$ cat src/common/ext_irq_regs.vh
// Register map, field positions and reset values of the external pin interrupt unit.
// Assumes an 8-bit register port addressed by byte offset.
`ifndef EXT_IRQ_REGS_VH
`define EXT_IRQ_REGS_VH

// Register offsets
`define OFS_EXT_IRQ_FLAGS 8'h3c
`define OFS_EXT_IRQ_ENABLES 8'h3d
`define OFS_SENSE_CONTROL 8'h69
`define OFS_PC_MASK_G0 8'h6b
`define OFS_PC_MASK_G1 8'h6c
`define OFS_PC_MASK_G2 8'h6d
`define OFS_PC_MASK_G3 8'h73

// Field positions in flag and enable registers
`define BIT_DEDICATED 0
`define BIT_GROUP0 4
`define BIT_GROUP1 5
`define BIT_GROUP2 6
`define BIT_GROUP3 7

// Sense control decode
`define SENSE_LOW_LEVEL 2'h0
`define SENSE_ANY_CHANGE 2'h1
`define SENSE_FALLING 2'h2
`define SENSE_RISING 2'h3

// Reset values and widths
`define RST_BYTE 8'h00
`define RST_SENSE 2'h0
`define RST_SRC 5'h00
`define MASK_G3_USED 8'h7f
`define ARM_DONE 2'h3
`define ARM_RST 2'h0
`define ARM_STEP 2'h1

// Group bounds on the pin-change inputs
`define G0_LO 0
`define G0_HI 7
`define G1_LO 8
`define G1_HI 15
`define G2_LO 16
`define G2_HI 23
`define G3_LO 24
`define G3_HI 30

// Sense field and padding
`define SENSE_LO 0
`define SENSE_HI 1
`define SENSE_PAD 6'h00

// Sources present per variant, and an empty change vector
`define SRC_ALL 5'h1f
`define SRC_SMALL 5'h07
`define CHG_NONE 32'h0000_0000

`endif

$ cat src/verilog/external_pin_interrupt_unit.v
// External pin interrupt unit: one dedicated interrupt pin and four pin-change groups.
// Assumes pins are asynchronous to mclk and the core acknowledges vectoring with one-cycle pulses.
//
// Added by the designer: strobed register access.
`timescale 1ns/10ps
`default_nettype none
`include "ext_irq_regs.vh"

module external_pin_interrupt_unit #(
  parameter LARGE_PKG = 1,
  parameter NUM_PC = 31
)
(
  // Clock and reset
  input wire mclk,
  input wire reset,
  // Register port
  input wire [7:0] reg_addr,
  input wire [7:0] reg_wdata,
  input wire reg_wr,
  input wire reg_rd,
  output reg [7:0] reg_rdata,
  // Pins
  input wire dedicated_irq_pin,
  input wire [NUM_PC-1:0] pin_change_inputs,
  // Core side
  input wire global_irq_en,
  input wire [4:0] vector_ack,
  output reg [4:0] irq_req
);

  // Source order: 0 dedicated, 1..4 groups 0..3
  localparam [4:0] SRC_PRESENT = (LARGE_PKG != 0) ? `SRC_ALL : `SRC_SMALL;

  reg ded_meta_q;
  reg ded_sync_q;
  reg ded_prev_q;
  reg [NUM_PC-1:0] pc_meta_q;
  reg [NUM_PC-1:0] pc_sync_q;
  reg [NUM_PC-1:0] pc_prev_q;
  reg [1:0] arm_q;
  reg [4:0] flag_q;
  reg [4:0] flag_d;
  reg [4:0] en_q;
  reg [1:0] sense_q;
  reg [7:0] mask0_q;
  reg [7:0] mask1_q;
  reg [7:0] mask2_q;
  reg [7:0] mask3_q;
  reg [4:0] set_ev;
  reg [4:0] sw_clr;
  reg [4:0] req_d;
  reg [7:0] rdata_d;
  reg ded_event;
  reg [31:0] pc_chg;
  wire armed;
  wire level_mode;
  reg [4:0] clr_all;
  wire wr_flags;
  wire wr_enables;
  wire wr_sense;
  wire wr_mask0;
  wire wr_mask1;
  wire wr_mask2;
  wire wr_mask3;
  wire ded_rise;
  wire ded_fall;
  wire ded_any;
  wire level_req;
  wire [7:0] val_flags;
  wire [7:0] val_enables;
  wire [7:0] val_sense;
  wire [7:0] val_mask0;
  wire [7:0] val_mask1;
  wire [7:0] val_mask2;
  wire [7:0] val_mask3;

  // Sticky flag update; a set in the same cycle beats any clear
  function [4:0] sticky_next;
    input [4:0] cur;
    input [4:0] set;
    input [4:0] clr;
    begin
      sticky_next = set | (cur & ~clr);
    end
  endfunction

  // Pack five source bits into the flag/enable byte layout
  function [7:0] pack_src;
    input [4:0] src;
    begin
      pack_src = `RST_BYTE;
      pack_src[`BIT_DEDICATED] = src[0];
      pack_src[`BIT_GROUP0] = src[1];
      pack_src[`BIT_GROUP1] = src[2];
      pack_src[`BIT_GROUP2] = src[3];
      pack_src[`BIT_GROUP3] = src[4];
    end
  endfunction

  // Unpack the byte layout into source order
  function [4:0] unpack_src;
    input [7:0] b;
    begin
      unpack_src = {b[`BIT_GROUP3], b[`BIT_GROUP2], b[`BIT_GROUP1], b[`BIT_GROUP0],
        b[`BIT_DEDICATED]};
    end
  endfunction

  // One group's request: its enable, then any unmasked change
  function group_hit;
    input en;
    input [7:0] chg;
    input [7:0] mask;
    begin
      group_hit = en & (|(chg & mask));
    end
  endfunction

  // Write strobe aimed at one register offset
  function wr_hit;
    input wr;
    input [7:0] addr;
    input [7:0] ofs;
    begin
      wr_hit = wr & (addr == ofs);
    end
  endfunction

  // Write decode shared by the flag clear and the register writes
  assign wr_flags = wr_hit(reg_wr, reg_addr, `OFS_EXT_IRQ_FLAGS);
  assign wr_enables = wr_hit(reg_wr, reg_addr, `OFS_EXT_IRQ_ENABLES);
  assign wr_sense = wr_hit(reg_wr, reg_addr, `OFS_SENSE_CONTROL);
  assign wr_mask0 = wr_hit(reg_wr, reg_addr, `OFS_PC_MASK_G0);
  assign wr_mask1 = wr_hit(reg_wr, reg_addr, `OFS_PC_MASK_G1);
  assign wr_mask2 = wr_hit(reg_wr, reg_addr, `OFS_PC_MASK_G2);
  assign wr_mask3 = wr_hit(reg_wr, reg_addr, `OFS_PC_MASK_G3);

  // Dedicated pin synchroniser; level is read whatever the pin direction
  // The previous-value flop turns levels into edges
  always @(posedge mclk)
  begin
    if (reset)
    begin
      ded_meta_q <= 1'b0;
      ded_sync_q <= 1'b0;
      ded_prev_q <= 1'b0;
    end
    else
    begin
      ded_meta_q <= dedicated_irq_pin;
      ded_sync_q <= ded_meta_q;
      ded_prev_q <= ded_sync_q;
    end
  end

  // Pin-change synchroniser; sampled on mclk, so no wake-up without a clock
  always @(posedge mclk)
  begin
    if (reset)
    begin
      pc_meta_q <= {NUM_PC{1'b0}};
      pc_sync_q <= {NUM_PC{1'b0}};
      pc_prev_q <= {NUM_PC{1'b0}};
    end
    else
    begin
      pc_meta_q <= pin_change_inputs;
      pc_sync_q <= pc_meta_q;
      pc_prev_q <= pc_sync_q;
    end
  end

  // Edge detection waits until the pipeline holds real pin levels,
  // so a pin already high at reset release is not seen as a change.
  always @(posedge mclk)
  begin
    if (reset)
      arm_q <= `ARM_RST;
    else if (arm_q != `ARM_DONE)
      arm_q <= arm_q + `ARM_STEP;
  end

  assign armed = (arm_q == `ARM_DONE);
  assign level_mode = (sense_q == `SENSE_LOW_LEVEL);

  // Edge kinds of the dedicated pin, quiet until armed
  assign ded_rise = armed & ~ded_prev_q & ded_sync_q;
  assign ded_fall = armed & ded_prev_q & ~ded_sync_q;
  assign ded_any = ded_rise | ded_fall;

  // Sense decode; low level has no flag, its request comes from the pin
  always @*
  begin
    case (sense_q)
      `SENSE_ANY_CHANGE: ded_event = ded_any;
      `SENSE_FALLING: ded_event = ded_fall;
      `SENSE_RISING: ded_event = ded_rise;
      default: ded_event = 1'b0;
    endcase
  end

  // Pin-change events per group; mask3 bit 7 is always zero
  always @*
  begin
    pc_chg = `CHG_NONE;
    pc_chg[NUM_PC-1:0] = armed ? (pc_sync_q ^ pc_prev_q) : {NUM_PC{1'b0}};
    set_ev[0] = ded_event;
    set_ev[1] = group_hit(en_q[1], pc_chg[`G0_HI:`G0_LO], mask0_q);
    set_ev[2] = group_hit(en_q[2], pc_chg[`G1_HI:`G1_LO], mask1_q);
    set_ev[3] = group_hit(en_q[3], pc_chg[`G2_HI:`G2_LO], mask2_q);
    set_ev[4] = group_hit(en_q[4], {1'b0, pc_chg[`G3_HI:`G3_LO]}, mask3_q);
    set_ev = set_ev & SRC_PRESENT;
  end

  // Flag next state
  always @*
  begin
    sw_clr = `RST_SRC;
    if (wr_flags)
      sw_clr = unpack_src(reg_wdata);
    clr_all = sw_clr | vector_ack;
    flag_d = sticky_next(flag_q, set_ev, clr_all);
    if (level_mode)
      flag_d[0] = 1'b0;
    flag_d = flag_d & SRC_PRESENT;
  end

  // Level mode requests straight from the synced pin, so it follows the pin
  assign level_req = ~ded_sync_q & en_q[0] & global_irq_en;

  // Requests towards the core
  always @*
  begin
    req_d = flag_q & en_q & {5{global_irq_en}};
    if (level_mode)
      req_d[0] = level_req;
  end

  // Read values; reserved bits and absent groups read zero
  assign val_flags = pack_src(flag_q);
  assign val_enables = pack_src(en_q);
  assign val_sense = {`SENSE_PAD, sense_q};
  assign val_mask0 = mask0_q;
  assign val_mask1 = mask1_q;
  assign val_mask2 = mask2_q;
  assign val_mask3 = mask3_q;

  // Read mux; unmapped offsets read zero
  always @*
  begin
    rdata_d = `RST_BYTE;
    if (reg_rd)
    begin
      case (reg_addr)
        `OFS_EXT_IRQ_FLAGS: rdata_d = val_flags;
        `OFS_EXT_IRQ_ENABLES: rdata_d = val_enables;
        `OFS_SENSE_CONTROL: rdata_d = val_sense;
        `OFS_PC_MASK_G0: rdata_d = val_mask0;
        `OFS_PC_MASK_G1: rdata_d = val_mask1;
        `OFS_PC_MASK_G2: rdata_d = val_mask2;
        `OFS_PC_MASK_G3: rdata_d = val_mask3;
        default: rdata_d = `RST_BYTE;
      endcase
    end
  end

  // Sticky flags
  always @(posedge mclk)
  begin
    if (reset)
      flag_q <= `RST_SRC;
    else
      flag_q <= flag_d;
  end

  // Requests registered so the core never sees a decode glitch
  always @(posedge mclk)
  begin
    if (reset)
      irq_req <= `RST_SRC;
    else
      irq_req <= req_d;
  end

  // Read data stands for one cycle only, zero otherwise
  always @(posedge mclk)
  begin
    if (reset)
      reg_rdata <= `RST_BYTE;
    else
      reg_rdata <= rdata_d;
  end

  // Enables; absent groups stay off
  always @(posedge mclk)
  begin
    if (reset)
      en_q <= `RST_SRC;
    else if (wr_enables)
      en_q <= unpack_src(reg_wdata) & SRC_PRESENT;
  end

  // Sense control
  always @(posedge mclk)
  begin
    if (reset)
      sense_q <= `RST_SENSE;
    else if (wr_sense)
      sense_q <= reg_wdata[`SENSE_HI:`SENSE_LO];
  end

  // Mask group 0
  always @(posedge mclk)
  begin
    if (reset)
      mask0_q <= `RST_BYTE;
    else if (wr_mask0)
      mask0_q <= reg_wdata;
  end

  // Mask group 1
  always @(posedge mclk)
  begin
    if (reset)
      mask1_q <= `RST_BYTE;
    else if (wr_mask1)
      mask1_q <= reg_wdata;
  end

  // Mask group 2, missing on the small variant
  always @(posedge mclk)
  begin
    if (reset)
      mask2_q <= `RST_BYTE;
    else if (wr_mask2 && LARGE_PKG != 0)
      mask2_q <= reg_wdata;
  end

  // Mask group 3, missing on the small variant; bit 7 reserved
  always @(posedge mclk)
  begin
    if (reset)
      mask3_q <= `RST_BYTE;
    else if (wr_mask3 && LARGE_PKG != 0)
      mask3_q <= reg_wdata & `MASK_G3_USED;
  end

endmodule
`default_nettype wire
$ cat config.mk
export PLATFORM = sky130hd
export DESIGN_NAME = external_pin_interrupt_unit
export DESIGN_NICKNAME = d
export VERILOG_FILES = /design/src/verilog/external_pin_interrupt_unit.v
export VERILOG_INCLUDE_DIRS = /design/src /design/src/common
export SDC_FILE = /design/constraint.sdc
export NUM_CORES = 1
export LEC_CHECK = 0
export ABC_AREA = 1
export BUFFER_PORTS_ARGS = -buffer_cell sky130_fd_sc_hd__clkbuf_2
export CORE_MARGIN = 10
export CORE_UTILIZATION = 50
export DETAILED_ROUTE_END_ITERATION = 8
export HOLD_SLACK_MARGIN = 0.08
export PLACE_DENSITY = 0.81
export SLEW_MARGIN = 10
export SYNTH_ARGS = -nofsm -noshare
export SYNTH_HDL_FRONTEND = slang
export SYNTH_SLANG_ARGS = --single-unit
$ cat constraint.sdc
create_clock -name mclk -period 1.5 [get_ports mclk]
set_clock_uncertainty 0.05 [all_clocks]
set_input_delay 0 -clock mclk [delete_from_list [all_inputs] [get_ports mclk]]
set_output_delay 0 -clock mclk [all_outputs]
set_load 0.02 [all_outputs]
# --- After elaboration in Yosys (flattened, before gate mapping) ---
# Index checks and enable logic that the tools add are counted.
totals:
  input_bits: 58
  regBits: 154
op_classes:
  n_eq_ne: 12
  n_addsub: 1
  bitwise_logic: 32
  mux: 5
  reduce_logical: 7
op_table:
  columns: ["operator", "count"]
  rows:
  - ["one-hot mux 8 bit (7 select lines)", 1]
  - ["== test 8 x 7 -> 1 bit, second input constant", 5]
  - ["OR reduction 8 bit", 4]
  - ["two-way mux 31 bit", 1]
  - ["XOR 31 bit", 1]
  - ["AND 8 bit", 3]
  - ["AND 1 bit", 17]
  - ["== test 8 x 6 -> 1 bit, second input constant", 2]
  - ["AND 5 bit", 3]
  - ["bitwise OR 5 bit", 2]
  - ["AND 7 bit", 1]
  - ["== test 2 bit, second input constant", 3]
  - ["two-way mux 5 bit", 1]
  - ["NOT 5 bit", 1]
  - ["OR reduction 2 bit", 2]
  - ["NOT 1 bit", 3]
  - ["one-hot mux 1 bit (3 select lines)", 1]
  - ["adder 2 x 1 -> 2 bit, second input constant", 1]
  - ["== test 2 x 1 -> 1 bit, second input constant", 1]
  - ["logical NOT 2 bit", 1]
  - ["!= test 2 bit, second input constant", 1]
  - ["two-way mux 1 bit", 1]
  - ["bitwise OR 1 bit", 1]

# --- Depth between registers and ports, before layout ---
# Gate-level depths: netlist (run 1).
depth:
  word_depth: 7
  depth_mapped: 10

# --- Worst setup path before layout (run 1) ---
# OpenSTA, ideal clock, no wires.
synth_path:
  kind: "register -> register"
  start: "register arm_q[0]"
  end: "register flag_q[4]"
  path_stages_with_launch: 7
  slack_ns: 0.438
  setup_time_ns: 0.070
  arrival_ns: 0.942
  n_path_buf: 1
  synth_period_minus_slack_ns: 1.062
  path_cell_list: "dfxtp_1 > ha_1 > clkbuf_1 > nand2_1 > inv_1 > nand2_1 > a21oi_1"
synth_between:
  elab_chain_cells: 6
synth_rtl:
  columns: ["element", "line_no", "text"]
  rows:
  - ["start, declared", "external_pin_interrupt_unit.v:41", "reg [1:0] arm_q;"]
  - ["start signal, assigned", "external_pin_interrupt_unit.v:179", "arm_q <= `ARM_RST;"]
  - ["start signal, assigned", "external_pin_interrupt_unit.v:181", "arm_q <= arm_q + `ARM_STEP;"]
  - ["== test 2 bit (no line)", null, null]
  - ["two-way mux 31 bit", "external_pin_interrupt_unit.v:207", "pc_chg[NUM_PC-1:0] = armed ? (pc_sync_q ^ pc_prev_q) : {NUM_PC{1'b0}};"]
  - ["AND 7 bit", "external_pin_interrupt_unit.v:116", "group_hit = en & (|(chg & mask));"]
  - ["OR reduction 8 bit", "external_pin_interrupt_unit.v:116", null]
  - ["AND 1 bit", "external_pin_interrupt_unit.v:116", null]
  - ["bitwise OR 5 bit", "external_pin_interrupt_unit.v:84", "sticky_next = set | (cur & ~clr);"]
  - ["end signal, assigned", "external_pin_interrupt_unit.v:272", "flag_q <= `RST_SRC;"]
  - ["end signal, assigned", "external_pin_interrupt_unit.v:274", "flag_q <= flag_d;"]
  - ["end, declared", "external_pin_interrupt_unit.v:42", "reg [4:0] flag_q;"]
# No other way between the ends.
# A chain may end at the register's enable or synchronous reset.

==> summary.md, run 1 <==
| Metric | Value |
|---|---|
| Status | finished, final reports clean |
| FF+latch count, synth | 154 |
| Global routing met1 resource utilization | 19.8% |
| Setup Viol. Count Final | 0 |
| Pwr Density | about 1200 nW/um^2 |
| Period utilisation layout | 95.4% |
| Post-Synth XOR/XNOR Area | less than 1% |
| WL/cell | 12.5 microns |
| GRT Max-Usage Layer | met2 |
| Fillers | 954 |
| Post-synth top cells | 184 x inv_1, 154 x dfxtp_1, 133 x nor2_1 |
| Pre-CTS WS | 191 ps |
| Vias/cell | 4.62 |
| WL final | 14000 microns |
| Final Net Count | 1027 |
| Adder-Cell Fraction of Synth Area | 0.208% |
| Dominant cell by count in the synthesized netlist | inv_1 |
| Leak Pwr | 3.73 nW |
| Worst-Skew Late Latency | 420 ps |
| Iter 0 DRT Violations | 385 |
| Area growth syn-to-layout | 32.9% |
| Met2 Usage GRT | 28.4% |
| Clock power frac | 49.1% |
| Antenna violations before repair | 0 |
| # rows | 40 |
| P_int | 7.60 mW |
| Worst R2R Setup Slack | 140 ps |
| HPWL after detailed placement | 8990 microns |
| Port Buf Inserts | 70 |
| Hold Startpoint | reg_wr |
| Post-route ant nets | 0 |
| Hold Path Stages | 3 |
| First-pass GRT wire length | 22800 microns |
| Proportion of synthesized area in mux cells | 0% |
| Core region area | 11900 sq um |
| Final Max Tran Viols | 0 |
| Yosys top cell by area | dfxtp_1 |
| Vias in the first global route | between 4000 and 5000 |
| Worst hold margin | 95.7 ps |
| Top cells by area, synth | dfxtp_1 51%, inv_1 11%, nor2_1 8.3% |
| Critical path peak fanout | 6 |
| Total Power | 9.59 mW |
| Post-synth EDFFs | 0 |
| Clock sinks | about 150 |
| Die Ht | 130 microns |
| Mapped Cells | 812 |
| Die ar. | 16800 sq um |
| Critical Path Start Type | primary input |
| Post-synth top area share | approximately half |
| Ys async rst share | 0% |
| Number of diodes | 0 |
| Hold Path Class | in -> reg |
| Cell area after synthesis | ~6000 sq um |
| Gr ovfl total | 0 |
| Post-Synth Simple-Gate Area | 25.7% |
| Avg Inst Size Synth | 7.42 sq um |
| MaxCap Viol Count | 0 |
| RePlAce Congestion | 0.912 |
| Reg area | 3080 sq um |
| Switching Share | 20.7% |
| Final Critical Period | between 1000 and 1500 ps |
| Die X | 130 microns |
| Worst-margin pin slew | 438 ps |
| NetSw | 1.99 mW |
| Number of H-tree levels | 4 |
| Hold Path End | mask2_q[7] |
| GRT Total Usage | between 15 and 20% |
| Reg-to-Reg End | flag_q[3] |
| Reg-to-Reg Start | flag_q[3] |
| DR DRC count | 0 |
| I/O Pins | 71 |
| Setup ws final | 68.8 ps |
| Ys Warns | 0 |
| Seq/Total Area, Yosys | 51.2% |
| Seq pwr share | 44.5% |
| Total number of vias | 5192 |
| Reg2Reg Depth | 5 |
| CTS Buf Count | 17 |
| Compound-Gate Fraction of Synth Area | 8.70% |
| CP Data Required Time | 1780 ps |
| Post-synthesis cell type count | 31 |
| Maximum VDD drop | between 0.8 and 0.9 mV |
| Largest net degree at the start of global routing | roughly 110 |
| Layout cells sized above 1 | 14.2% |
| Most used DFF post-synth | dfxtp_1 |
| Clock Path Buffers | 2 |
| FMAX | ~700 MHz |
| Met3 usage | 4.99% |
| Initial Util | between 50% and 60% |
| Multi-input logic area | 2100 sq um |
| Setup TNS | 0 ps |
| Slew headroom | 70.8% |
| Clk root buf | clkbuf_16 |
| Critical path arrival | 1710 ps |
| Main combinational cell family by area after synthesis | simple AND/OR/NAND/NOR gates |
| DRT Pass-1 Iters | 5 |
| Post-synthesis net count | between 800 and 900 |
| TritonCTS clock tree | yes |
| Comb pwr share | under 10% |
| Critical path class | in -> reg |
| Crit end category | flip-flop |
| Clk slew on worst S/H paths | 60 ps |
| Final Hold Fails | 0 |
## flip-flops by register name, summed over array words and instances, names as in the netlist, 5 cells and up
name            count
pc_meta_q          31
pc_prev_q          31
pc_sync_q          31
mask0_q             8
mask1_q             8
mask2_q             8
reg_rdata           8
group_hit.mask      7
en_q                5
flag_q              5
irq_req             5
## worst max path at each step
| stage | startpoint | endpoint | slack, ps | cells after the start |
|---|---|---|---|---|
| floorplan | arm_q[0] | flag_q[4] | 440 | 6 |
| global placement | reg_addr[4] | mask0_q[7] | 250 | 7 |
| detailed placement | reg_addr[7] | mask0_q[3] | 190 | 7 |
| CTS | reset | irq_req[4] | 10 | 6 |
| global route | reset | irq_req[0] | -20 | 6 |
| finish | reset | irq_req[0] | 70 | 6 |
## final cells by class
cell class | count | share of cell area (%)
sequential | 154 | 38.5
multi-input combinational | 447 | 26.3
timing repair buffer | 159 | 15.9
inverter | 189 | 8.97
clock buffer | 17 | 5.31
clock inverter | 12 | 2.80
tap | 147 | 2.30
## critical path, stage by stage
cell           delay [ps]
dlygate4sd3_1         530
buf_4                 170
clkinvlp_4            150
nand2_2                70
dlygate4sd3_1         580
a211oi_2              210
## power by group through the flow
stage               clock [mW]  sequential, mW  combinational [mW]
floorplan                    0            4.34               0.281
global placement             0            4.35               0.426
detailed placement           0            4.35               0.433
CTS                       4.76            4.26               0.595
global route              4.94            4.27               0.694
finish                    4.71            4.26               0.615
## through the flow
step                cell area, sq um  utilization (%)  std cells
floorplan                       6030                -        812
global placement                6470             54.3       1011
detailed placement              6470             54.3       1011
CTS                             7970             66.9       1125
global route                    8010             67.2       1125
finish                          8010             67.2       1125
## cells in the final DEF, fill, tap and decap left out, types with 3 or more instances in the layout
master,synthesis,routed
inv_2,4,4
nor2_1,133,133
nand2_4,5,5
nor3_1,4,4
a21oi_1,47,47
nand2_2,5,6
nand3_1,51,51
nand2_1,129,128
clkbuf_16,0,18
nor2_8,3,3
dlygate4sd3_1,0,83
bufinv_16,0,6
clkinvlp_4,0,5
dfxtp_1,154,154
nand3_2,6,6
buf_4,2,4
o21ai_1,16,16
inv_1,184,183
o22ai_1,5,5
o21ai_0,29,29
clkbuf_2,0,69
## layer usage
metal	wire length, microns	vias to the layer above
li1	-	2739
met1	6050	2269
met2	6750	162
met3	953	22
met4	287	0
met5	0	-
## cell families (layout without fill, tap and decap cells)
family / count (synthesis) / in the layout
AO/OA/AOI/OAI: 101 / 101
XOR/XNOR: 1 / 1
adder cells (fa/ha/maj): 1 / 1
buffers and inverters: 211 / 377
flip-flops: 154 / 154
AND/OR/NAND/NOR: 344 / 344
## what timing repair did
| action | 4_1_cts | 5_1_grt |
|---|---|---|
| endpoints found under the hold margin | 135 | 0 |
| resized for setup | 0 | 5 |
| setup buffers | 0 | 0 |
| hold buffers | 85 | 0 |
| endpoints found under the setup margin | 0 | 29 |
Power figures use the tool's default switching activity.
==> run 2: changes to the inputs <==
CORE_ASPECT_RATIO = 1.5   (was default)
==> run 2 against run 1 <==
Compared with the run above:
- utilization is 2.1 points lower
- die area is 0.54% higher
- worst setup slack better by 40 ps
- hold slack hardly changed
- routed wire length is 2.0% lower
- clock power is 10% lower
- global-route usage is 0.24 points lower
- power is 5.3% lower
- combinational power is 5.2% lower
- critical endpoint is now reg_rdata[6]
- largest cell class unchanged
==> summary.md, run 2 (synthesis results as in run 1) <==
| Metric | Value |
|---|---|
| Critical Path Start Type | primary input |
| Critical path class | in -> reg |
| Setup Viol. Count Final | 0 (unchanged) |
| Fillers | 984 (+3.1%) |
| Slew headroom | 70.5% (-0.26 points) |
| WL final | 13800 microns (-2.0%) |
| Final Max Tran Viols | 0 (unchanged) |
| Die X | 110 microns (-16%) |
| HPWL after detailed placement | 9340 microns (+4.0%) |
| Clock Path Buffers | 2 (unchanged) |
| Worst hold margin | 95.9 ps (+0.175 ps) |
| Core region area | 11900 sq um (-0.15%) |
| Switching Share | 21.8% (+1.1 points) |
| Final Net Count | 1007 (-1.9%) |
| CP Data Required Time | 1790 ps (about the same) |
| I/O Pins | 71 (unchanged) |
| NetSw | 1.98 mW (-0.37%) |
| Worst-margin pin slew | 442 ps (+3.83 ps) |
| RePlAce Congestion | 0.900 (-1.3%) |
| First-pass GRT wire length | 22800 microns (about the same) |
| Largest net degree at the start of global routing | 108 (unchanged) |
| Vias/cell | 4.62 (+0.18%) |
| Hold Path Class | in -> reg |
| Vias in the first global route | 5054 (+2.7%) |
| Maximum VDD drop | 0.789 mV (-8.9%) |
| Biggest regs | pc_meta_q (31), pc_prev_q (31), pc_sync_q (31) |
| Setup ws final | 109 ps (+40.3 ps) |
| Leak Pwr | 3.61 nW (-3.5%) |
| Clk slew on worst S/H paths | 60 ps (about the same) |
| # rows | 49 (+23%) |
| Crit end category | flip-flop |
| Antenna violations before repair | 0 (unchanged) |
| Die Ht | 154 microns (+19%) |
| Number of H-tree levels | 4 (unchanged) |
| Number of diodes | 0 (unchanged) |
| Initial Util | 50.7% (+0.075 points) |
| Post-route ant nets | 0 (unchanged) |
| Final Hold Fails | 0 (unchanged) |
| Setup TNS | 0 ps (unchanged) |
| MaxCap Viol Count | 0 (unchanged) |
| DRT Pass-1 Iters | 5 (unchanged) |
| Pre-CTS WS | 167 ps (-23.7 ps) |
| Port Buf Inserts | 70 (unchanged) |
| Period utilisation layout | 92.7% (-2.7 points) |
| Critical path arrival | 1680 ps (-30 ps) |
| DR DRC count | 0 (unchanged) |
| Worst-Skew Late Latency | 410 ps (about the same) |
| Reg-to-Reg Start | flag_q[0] |
| Clock power frac | 46.6% (-2.5 points) |
| GRT Total Usage | 16.7% (-0.24 points) |
| Comb pwr share | 6.4% (about the same) |
| CTS Buf Count | 17 (unchanged) |
| Die ar. | 16900 sq um (+0.54%) |
| Area growth syn-to-layout | 28.5% |
| Gr ovfl total | 0 (unchanged) |
| Seq pwr share | 47.0% (+2.5 points) |
| CP Launch Point | reset |
| Iter 0 DRT Violations | 254 (-34%) |
| Pwr Density | 1170 nW/um^2 (-2.1%) |
| Most common cell after layout, fill and taps aside | inv_1 |
| Status | finished, final reports clean |
| Total number of vias | 5146 (-0.89%) |
| Layout cells sized above 1 | 14.2% (-0.046 points) |
| Hold Startpoint | reg_addr[6] |
| P_int | 7.10 mW (-6.6%) |
| TritonCTS clock tree | yes |
| Clk root buf | clkbuf_16 |
| Clock sinks | 154 (unchanged) |
| WL/cell | 12.4 microns (-0.91%) |
| Final Critical Period | 1390 ps (-40.3 ps) |
| Commonest non-fill, non-tap cells in the layout | 184 x inv_1, 154 x dfxtp_1, 133 x nor2_1 |
| FMAX | 719 MHz (+2.9%) |
| Critical path peak fanout | 9 (+3) |
| RSZ-0062 raised after global routing | false |
## run 2: changes by cell type in the layout (fill, tap and decap cells not counted), moves of 2 or more
cell	change
dlygate4sd3_1	-21
clkinvlp_4	-2
clkbuf_1	+4
bufinv_16	-3
## run 2: power by group through the flow
stage / clock [mW] / combinational, mW / sequential [mW]
global route: 4.47 / 0.659 / 4.27
floorplan: 0 / 0.281 / 4.34
detailed placement: 0 / 0.449 / 4.35
CTS: 4.30 / 0.568 / 4.26
global placement: 0 / 0.433 / 4.35
finish: 4.23 / 0.583 / 4.26
## run 2: worst paths after layout
| check | end | slack (ps) | cells after the start |
|---|---|---|---|
| hold reg to reg | pc_sync_q[3] | 350 | 2 |
| hold / removal | sense_q[0] | 100 | 5 |
| setup reg to reg | flag_q[0] | 140 | 5 |
| setup / recovery | reg_rdata[6] | 110 | 7 |
## run 2: through the flow
| stage | utilization (%) | power [mW] | cell area [sq um] | instances |
|---|---|---|---|---|
| CTS | 64.7 | 9.13 | 7700 | 1110 |
| floorplan | - | 4.62 | 6030 | 812 |
| detailed placement | 54.6 | 4.80 | 6490 | 1017 |
| finish | 65.1 | 9.08 | 7740 | 1113 |
| global placement | 54.6 | 4.78 | 6490 | 1017 |
| global route | 65.1 | 9.40 | 7740 | 1113 |
## run 2: worst max-delay path, stage by stage
cell	delay [ps]
dlygate4sd3_1	530
buf_4	170
inv_1	310
nand2_1	260
inv_1	110
nand2_1	110
nor2_1	180
## run 2: repair_timing
action / CTS / global route
setup endpoints to repair: 0 / 7
buffers inserted: 0 / 2
hold buffers: 62 / 0
hold endpoints to repair: 87 / 0
resized for setup: 0 / 2
## run 2: final cells by class
class	count	area, sq um	area share (%)
Sequential cell	154	3080	39.8
Multi-Input combinational cell	447	2090	27.0
Timing Repair Buffer	139	1080	13.9
Inverter	189	714	9.23
Clock buffer	21	440	5.69
Tap cell	153	191	2.47
Clock inverter	10	144	1.86
## run 2: routing by layer
| metal | track usage, % | part of all wire [%] | up-vias | wire (microns) |
|---|---|---|---|---|
| met5 | 0 | 0 | - | 0 |
| met1 | 18.0 | 40 | 2275 | 5540 |
| li1 | - | - | 2704 | - |
| met3 | 3.99 | 5.7 | 35 | 783 |
| met2 | 29.1 | 51 | 132 | 7010 |
| met4 | 8.64 | 3.1 | 0 | 426 |
